### src/shared/lcc_map.svh
// Register offsets, field positions and reset values for the channel configuration bank
`ifndef LCC_MAP_SVH
`define LCC_MAP_SVH
// ==========================================
// Offsets
`define LCC_ADDR_CH1_CONFIG 8'h08
`define LCC_ADDR_CH2_CONFIG 8'h09
`define LCC_ADDR_CH3_CONFIG 8'h0A
// ==========================================
// Fields
`define LCC_FADER_MSB 7
`define LCC_FADER_LSB 5
`define LCC_PROP_BIT 4
`define LCC_CURVE_BIT 3
`define LCC_SUPPLY_BIT 2
`define LCC_CONFIG_RESET 8'h00
`define LCC_CONFIG_WMASK 8'hFF
// ==========================================
// Fader codes
`define LCC_FADER_NONE 3'h0
`define LCC_FADER_ONE 3'h1
`define LCC_FADER_TWO 3'h2
`define LCC_FADER_THREE 3'h3
`define LCC_FADER_PWM 3'h5
`define LCC_FULL_SCALE 8'hFF
`endif

### src/shared/lcc_pkg.sv
// Types shared by the channel configuration bank
package lcc_pkg;
  typedef logic [7:0] lcc_byte_t;
  typedef logic [11:0] lcc_duty_t;
  typedef enum logic [1:0] {LCC_SRC_NONE, LCC_SRC_REG, LCC_SRC_PWM} lcc_src_t;
endpackage

### src/rtl/lcc_channel_shape.sv
// One channel: fader scaling followed by the brightness curve
`timescale 1ns/10ps
`include "lcc_map.svh"
module lcc_channel_shape (
  input wire logic ref_clk,
  input wire logic rst,
  input wire lcc_pkg::lcc_byte_t configByte,
  input wire lcc_pkg::lcc_duty_t dutyIn,
  input wire lcc_pkg::lcc_byte_t fader1,
  input wire lcc_pkg::lcc_byte_t fader2,
  input wire lcc_pkg::lcc_byte_t fader3,
  input wire lcc_pkg::lcc_byte_t pwmFader,
  input wire lcc_pkg::lcc_byte_t groupScale,
  output lcc_pkg::lcc_duty_t dutyOut,
  output logic extSupply
);
  import lcc_pkg::*;
  typedef struct packed {
    lcc_duty_t duty;
    logic ext;
  } lcc_shape_state_t;
  lcc_shape_state_t state_reg;
  lcc_shape_state_t state_next;
  lcc_byte_t faderLevel;
  lcc_duty_t scaled;
  lcc_duty_t ratioed;
  logic [23:0] sq;

  // Scale by an 8-bit level, keeping the upper twelve bits of the product
  function automatic lcc_duty_t scaleBy(input lcc_duty_t d, input lcc_byte_t k);
    logic [19:0] p;
    p = d * k;
    return p[19:8];
  endfunction

  // ==========================================
  // Datapath
  always_comb begin
    case (configByte[`LCC_FADER_MSB:`LCC_FADER_LSB])
      `LCC_FADER_ONE: faderLevel = fader1;
      `LCC_FADER_TWO: faderLevel = fader2;
      `LCC_FADER_THREE: faderLevel = fader3;
      `LCC_FADER_PWM: faderLevel = pwmFader;
      default: faderLevel = `LCC_FULL_SCALE;
    endcase
    scaled = (faderLevel == `LCC_FULL_SCALE) ? dutyIn : scaleBy(dutyIn, faderLevel);
    // Same group scale on every channel keeps the colour mix
    ratioed = configByte[`LCC_PROP_BIT] ? scaleBy(scaled, groupScale) : scaled;
    // Square law approximates the exponential curve cheaply
    sq = ratioed * ratioed;
    state_next.duty = configByte[`LCC_CURVE_BIT] ? sq[23:12] : ratioed;
    state_next.ext = configByte[`LCC_SUPPLY_BIT];
  end

  always_ff @(posedge ref_clk or posedge rst) begin
    if (rst) begin
      state_reg <= '0;
    end else begin
      state_reg <= state_next;
    end
  end

  assign dutyOut = state_reg.duty;
  assign extSupply = state_reg.ext;
endmodule

### src/rtl/lcc_config_regs.sv
// Configuration registers for LED channels one to three with their shaping
`timescale 1ns/10ps
`include "lcc_map.svh"
// Summary of operation
// - Bits 7:5 codes 1h, 2h, 3h pick global fader one, two, three.
// - Fader field zero, the reset value, applies no fader scaling.
// - Fader code 5h scales by the level from the PWM input pin.
// - Codes 4h, 6h, 7h behave as code zero, no scaling.
// - Bit 4 set enables ratiometric dimming; cleared, the reset value, disables it.
// - Ratiometric channels scale proportionally, so mixed colour stays constant.
// - Bit 3 picks the curve: zero linear at reset, one exponential.
// - The curve applies to engine duties and host-written duties alike.
// - Bit 2 picks supply: zero charge pump at reset, one external.
// - Registers live at 8h, 9h, Ah and read zero after reset.
module lcc_config_regs (
  input wire logic ref_clk,
  input wire logic rst,
  input wire logic regWrite,
  input wire lcc_pkg::lcc_byte_t regAddr,
  input wire lcc_pkg::lcc_byte_t regWdata,
  output lcc_pkg::lcc_byte_t regRdata,
  output logic regHit,
  input wire lcc_pkg::lcc_duty_t engineDuty1,
  input wire lcc_pkg::lcc_duty_t engineDuty2,
  input wire lcc_pkg::lcc_duty_t engineDuty3,
  input wire lcc_pkg::lcc_duty_t hostDuty1,
  input wire lcc_pkg::lcc_duty_t hostDuty2,
  input wire lcc_pkg::lcc_duty_t hostDuty3,
  input wire logic [2:0] engineOwns,
  input wire lcc_pkg::lcc_byte_t fader1,
  input wire lcc_pkg::lcc_byte_t fader2,
  input wire lcc_pkg::lcc_byte_t fader3,
  input wire lcc_pkg::lcc_byte_t pwmFader,
  input wire lcc_pkg::lcc_byte_t groupScale,
  output lcc_pkg::lcc_duty_t ch1Duty,
  output lcc_pkg::lcc_duty_t ch2Duty,
  output lcc_pkg::lcc_duty_t ch3Duty,
  output logic [2:0] extSupply
);
  import lcc_pkg::*;
  typedef struct packed {
    lcc_byte_t cfg1;
    lcc_byte_t cfg2;
    lcc_byte_t cfg3;
    lcc_byte_t rdata;
  } lcc_regs_state_t;
  lcc_regs_state_t state_reg;
  lcc_regs_state_t state_next;
  lcc_duty_t src1;
  lcc_duty_t src2;
  lcc_duty_t src3;
  logic [1:0] addrSel;
  logic wrCh1;
  logic wrCh2;
  logic wrCh3;
  logic [2:0] ch1FaderSelect;
  logic [2:0] ch2FaderSelect;
  logic [2:0] ch3FaderSelect;
  logic ch1ProportionalDim;
  logic ch2ProportionalDim;
  logic ch3ProportionalDim;
  logic ch1CurveSelect;
  logic ch2CurveSelect;
  logic ch3CurveSelect;
  logic ch1SupplySelect;
  logic ch2SupplySelect;
  logic ch3SupplySelect;
  lcc_byte_t shapeCfg1;
  lcc_byte_t shapeCfg2;
  lcc_byte_t shapeCfg3;

  function automatic logic [1:0] decode(input lcc_byte_t a);
    case (a)
      `LCC_ADDR_CH1_CONFIG: decode = 2'h1;
      `LCC_ADDR_CH2_CONFIG: decode = 2'h2;
      `LCC_ADDR_CH3_CONFIG: decode = 2'h3;
      default: decode = 2'h0;
    endcase
  endfunction

  // Unused codes fold to the no-fader code so every shaper sees one idle code
  function automatic logic [2:0] faderFold(input lcc_byte_t c);
    case (c[`LCC_FADER_MSB:`LCC_FADER_LSB])
      `LCC_FADER_ONE: faderFold = `LCC_FADER_ONE;
      `LCC_FADER_TWO: faderFold = `LCC_FADER_TWO;
      `LCC_FADER_THREE: faderFold = `LCC_FADER_THREE;
      `LCC_FADER_PWM: faderFold = `LCC_FADER_PWM;
      default: faderFold = `LCC_FADER_NONE;
    endcase
  endfunction

  // Bits 1:0 are kept for readback only and never reach the datapath
  function automatic lcc_byte_t shaperByte(
    input logic [2:0] fader,
    input logic prop,
    input logic curve,
    input logic supply
  );
    shaperByte = {fader, prop, curve, supply, 2'h0};
  endfunction

  // ==========================================
  // Address decode and write strobes
  assign addrSel = decode(regAddr);
  // Writes to unmapped addresses raise no strobe and are dropped
  assign wrCh1 = regWrite && (addrSel == 2'h1);
  assign wrCh2 = regWrite && (addrSel == 2'h2);
  assign wrCh3 = regWrite && (addrSel == 2'h3);
  assign regHit = (addrSel != 2'h0);

  // ==========================================
  // Register file
  always_comb begin
    state_next = state_reg;
    if (wrCh1) begin
      state_next.cfg1 = regWdata & `LCC_CONFIG_WMASK;
    end
    if (wrCh2) begin
      state_next.cfg2 = regWdata & `LCC_CONFIG_WMASK;
    end
    if (wrCh3) begin
      state_next.cfg3 = regWdata & `LCC_CONFIG_WMASK;
    end
    // Read data is registered; unmapped addresses return zero
    case (addrSel)
      2'h1: state_next.rdata = state_next.cfg1;
      2'h2: state_next.rdata = state_next.cfg2;
      2'h3: state_next.rdata = state_next.cfg3;
      default: state_next.rdata = 8'h00;
    endcase
  end

  always_ff @(posedge ref_clk or posedge rst) begin
    if (rst) begin
      state_reg <= {`LCC_CONFIG_RESET, `LCC_CONFIG_RESET, `LCC_CONFIG_RESET, 8'h00};
    end else begin
      state_reg <= state_next;
    end
  end

  // ==========================================
  // Field decode
  // Readback keeps the raw code; only the shapers see the folded one
  assign ch1FaderSelect = faderFold(state_reg.cfg1);
  assign ch2FaderSelect = faderFold(state_reg.cfg2);
  assign ch3FaderSelect = faderFold(state_reg.cfg3);

  assign ch1ProportionalDim = state_reg.cfg1[`LCC_PROP_BIT];
  assign ch2ProportionalDim = state_reg.cfg2[`LCC_PROP_BIT];
  assign ch3ProportionalDim = state_reg.cfg3[`LCC_PROP_BIT];

  assign ch1CurveSelect = state_reg.cfg1[`LCC_CURVE_BIT];
  assign ch2CurveSelect = state_reg.cfg2[`LCC_CURVE_BIT];
  assign ch3CurveSelect = state_reg.cfg3[`LCC_CURVE_BIT];

  assign ch1SupplySelect = state_reg.cfg1[`LCC_SUPPLY_BIT];
  assign ch2SupplySelect = state_reg.cfg2[`LCC_SUPPLY_BIT];
  assign ch3SupplySelect = state_reg.cfg3[`LCC_SUPPLY_BIT];

  assign shapeCfg1 = shaperByte(
    ch1FaderSelect, ch1ProportionalDim, ch1CurveSelect, ch1SupplySelect
  );
  assign shapeCfg2 = shaperByte(
    ch2FaderSelect, ch2ProportionalDim, ch2CurveSelect, ch2SupplySelect
  );
  assign shapeCfg3 = shaperByte(
    ch3FaderSelect, ch3ProportionalDim, ch3CurveSelect, ch3SupplySelect
  );

  // ==========================================
  // Outputs
  assign regRdata = state_reg.rdata;

  // ==========================================
  // Channel shaping
  // One shaper per channel serves engine and host duties alike
  assign src1 = engineOwns[0] ? engineDuty1 : hostDuty1;
  assign src2 = engineOwns[1] ? engineDuty2 : hostDuty2;
  assign src3 = engineOwns[2] ? engineDuty3 : hostDuty3;

  lcc_channel_shape uShape1 (
    .ref_clk(ref_clk),
    .rst(rst),
    .configByte(shapeCfg1),
    .dutyIn(src1),
    .fader1(fader1),
    .fader2(fader2),
    .fader3(fader3),
    .pwmFader(pwmFader),
    .groupScale(groupScale),
    .dutyOut(ch1Duty),
    .extSupply(extSupply[0])
  );

  lcc_channel_shape uShape2 (
    .ref_clk(ref_clk),
    .rst(rst),
    .configByte(shapeCfg2),
    .dutyIn(src2),
    .fader1(fader1),
    .fader2(fader2),
    .fader3(fader3),
    .pwmFader(pwmFader),
    .groupScale(groupScale),
    .dutyOut(ch2Duty),
    .extSupply(extSupply[1])
  );

  lcc_channel_shape uShape3 (
    .ref_clk(ref_clk),
    .rst(rst),
    .configByte(shapeCfg3),
    .dutyIn(src3),
    .fader1(fader1),
    .fader2(fader2),
    .fader3(fader3),
    .pwmFader(pwmFader),
    .groupScale(groupScale),
    .dutyOut(ch3Duty),
    .extSupply(extSupply[2])
  );
endmodule

### config.mk
export PLATFORM = sky130hd
export DESIGN_NAME = lcc_config_regs
export DESIGN_NICKNAME = d
export VERILOG_FILES = /design/src/shared/lcc_pkg.sv /design/src/rtl/lcc_channel_shape.sv /design/src/rtl/lcc_config_regs.sv
export VERILOG_INCLUDE_DIRS = /design/src /design/src/shared
export SDC_FILE = /design/constraint.sdc
export NUM_CORES = 2
export LEC_CHECK = 0
export ABC_AREA = 1
export BUFFER_PORTS_ARGS = -buffer_cell sky130_fd_sc_hd__clkbuf_2
export CAP_MARGIN = 20
export CORE_MARGIN = 8
export CORE_UTILIZATION = 64
export CTS_CLUSTER_DIAMETER = 60
export DETAILED_ROUTE_END_ITERATION = 10
export GPL_TIMING_DRIVEN = 1
export PLACE_DENSITY_LB_ADDON = 0.12
export SETUP_SLACK_MARGIN = 0.1
export SLEW_MARGIN = 20
export SYNTH_ARGS = -nofsm -noshare
export SYNTH_HDL_FRONTEND = slang
export SYNTH_SLANG_ARGS = --single-unit
### constraint.sdc
create_clock -name ref_clk -period 40 [get_ports ref_clk]
set_input_delay 8 -clock ref_clk [delete_from_list [all_inputs] [get_ports ref_clk]]
set_output_delay 8 -clock ref_clk [all_outputs]
set_load 0.01 [all_outputs]
==> impl_metrics.yaml <==
outcome:
  status: "completed"
clock_network:
  clockBufferDepth: 2
  clk_pin_slew_ns: 0.07
  clock-sinks: 71
  cts_tree: "yes"
  ctsHtreeMaxLevel: 3
  cts-root-buf: "clkbuf_16"
  cts_resized: 0
  numCtsBuffers: 9
  clkLatencyLatePin_ns: 0.40
  cts_setup_buffers: 0
  holdBufCountCts: 0
synthesis:
  syn_nets: 5543
  synthTopCellsByCount: "1035 x inv_1, 769 x nand2_1, 661 x nor2_1, 585 x fa_1, 378 x ha_1"
  synth_top_cell_area_share: 0.3514
  async_flop_share: 1.000
  synth_area_sq_um: 33330
  yosysSeqAreaShare: 0.05331
  synth_area_leaders: "fa_1 35%, ha_1 14%, inv_1 12%"
  synth_ff_type: "dfrtp_1"
  synth.distinct_cells: 59
  ys_ff_latch: 71
  syn_area_per_cell_sq_um: 7.497
  yosysMostFrequentCell: "inv_1"
  synth_edf_count: 0
  synth_warnings: 0
  synthCells: 4446
  synth.largest_area_cell: "fa_1"
floorplan:
  rows: 83
  die_w_um: 244.2
  dieArea_sq_um: 59640
  die_h_um: 244.2
  num_io_pins: 182
  start_util: 0.6484
  coreArea_sq_um: 51410
sta:
  tightest_slew_ns: 1.110
  max_freq_ghz: 0.04517
  grt_setup_unrepaired: "no"
  finalCriticalPeriod_ns: 22.14
  fin_skew_ns: 0.01219
  finalSetupTns_ns: 0
  slew_headroom: 0.2545
  hold_viol: 0
  setup_violations: 0
  maxSlewViolCount: 0
  fin_crit_sh: 0.5535
critical_path:
  crit_start: "engineOwns[1]"
  r2r-start: "state_reg[21]"
  crit_end: "uShape2.dutyOut[9]"
  critical_path.max_stage_delay_ns: 0.82
  arrival_ns: 22.42
  end_kind: "flip-flop"
  worst_r2r_path_depth: 73
  worstPathRequired_ns: 40.28
  slowest_stage: "mux2i_1"
  crit_top_cell: "nand2_1"
  ff2ff_setup_slack_ns: 25.00
  crit_fanout: 22
  worstSetupStartpointType: "primary input"
  critPathKind: "in2reg"
  worstReg2RegEnd: "uShape2.dutyOut[9]"
routing:
  wire_per_inst_um: 16.00
  drtIter0Drc: 1923
  vias: 28440
  drc_errors: 0
  wirelength_um: 84040
  ant_nets: 0
  vias_per_cell: 5.412
  first_pass_iters: 7
global_route:
  grt_pass1_vias: 30000
  grt_start_max_net_pins: 50
  antenna_found_initial: 2
  grtUsageTotal: 0.2918
  grt-ovfl-total: 0
  grt_pass1_wl_um: 144000
layout:
  n_fill_cell: 4499
  nets: 5665
  syn2layout_area_growth_pct: 5.192
  drive_gt1_frac: 0.09512
  largest_reg_flops: 15
min_path:
  hold_path_class: "reg2reg"
placed_design:
  dp_hpwl_um: 71340
  place.gp.congestion: 0.9414
  port_buffers: 181
flow_run:
  maxCapViolCount: 0
through the flow:
stage	hold WS (ns)	instance area [sq um]	std cells	util	setup slack, ns
after floorplan	0.3540	33330	4446	-	19.16
after global placement	0.3579	34770	5237	0.6763	17.62
after detailed placement	0.3675	34770	5237	0.6763	17.54
after CTS	0.3824	35060	5253	0.6820	17.94
after global routing	0.3943	35060	5254	0.6820	16.79
final	0.3816	35060	5254	0.6820	17.86
worst max-delay path, delay by kind of cell:
kind	cells	cell delay [ns]
buffers and inverters	13	1.38
AND/OR/NAND/NOR	27	2.75
multiplexers	1	0.82
adder cells (fa/ha/maj)	16	7.48
AO/OA/AOI/OAI	11	2.00
how the worst min path moves through the flow:
stage / start / to / slack [ns] / cells after the start
finish: ch2SupplySelect / uShape2.extSupply / 0.38 / 0
floorplan: ch1SupplySelect / uShape1.extSupply / 0.35 / 0
global placement: ch1SupplySelect / uShape1.extSupply / 0.36 / 0
CTS: ch2SupplySelect / uShape2.extSupply / 0.38 / 0
detailed placement: ch2SupplySelect / uShape2.extSupply / 0.37 / 0
global route: ch2SupplySelect / uShape2.extSupply / 0.39 / 0
final cells by class:
class / instances / area [sq um] / area share
repair buffers: 195 / 1011 / 0.02883
diodes: 1 / 2.502 / 0.00007137
multi-input cells: 3188 / 26960 / 0.7691
clock buffers: 9 / 225.2 / 0.006424
well taps: 680 / 850.8 / 0.02427
clock inverters: 7 / 66.31 / 0.001891
inverters: 1103 / 4164 / 0.1188
flip-flops and latches: 71 / 1777 / 0.05067
per-layer routing:
metal	wire length, um	track usage
met5	0	0
met4	2618	0.09639
met3	5261	0.04382
met2	40900	0.5018
met1	35270	0.3756
cell families (layout without fill, tap and decap cells):
group / Yosys count / count (layout) / share of synthesized area
AND/OR/NAND/NOR: 1763 / 1763 / 0.2264
XOR/XNOR: 79 / 79 / 0.02098
flip-flops: 71 / 71 / 0.05331
other: 0 / 1 / 0
buffers and inverters: 1187 / 1314 / 0.1380
AO/OA/AOI/OAI: 377 / 377 / 0.06618
multiplexers: 6 / 6 / 0.001802
adder cells (fa/ha/maj): 963 / 963 / 0.4933
cell usage in the layout, fill, tap and decap left out, types with 5 or more instances in the layout:
cell / instances
nand2_2: 44
nand3_2: 10
xnor2_1: 38
inv_6: 6
nor2_4: 19
clkbuf_2: 181
or2_2: 12
nand3_1: 129
inv_2: 53
mux2i_1: 6
o21ai_1: 56
o21ai_0: 80
or2_1: 7
ha_1: 378
nor4_1: 14
o21a_1: 11
dfrtp_1: 71
nand4_1: 28
nor2_2: 15
a221oi_1: 8
clkbuf_16: 9
a31oi_1: 9
clkinv_1: 8
o21ai_2: 25
nor2_1: 661
inv_4: 5
buf_4: 14
a211oi_1: 7
nand2_1: 769
o21bai_1: 13
xor2_1: 40
a21oi_1: 149
nand4_2: 6
inv_1: 1034
nor3_1: 22
nand2_4: 9
fa_1: 585
Power is not shown: default switching activity piles up to over one toggle a cycle in this logic, so the estimate is an artifact.
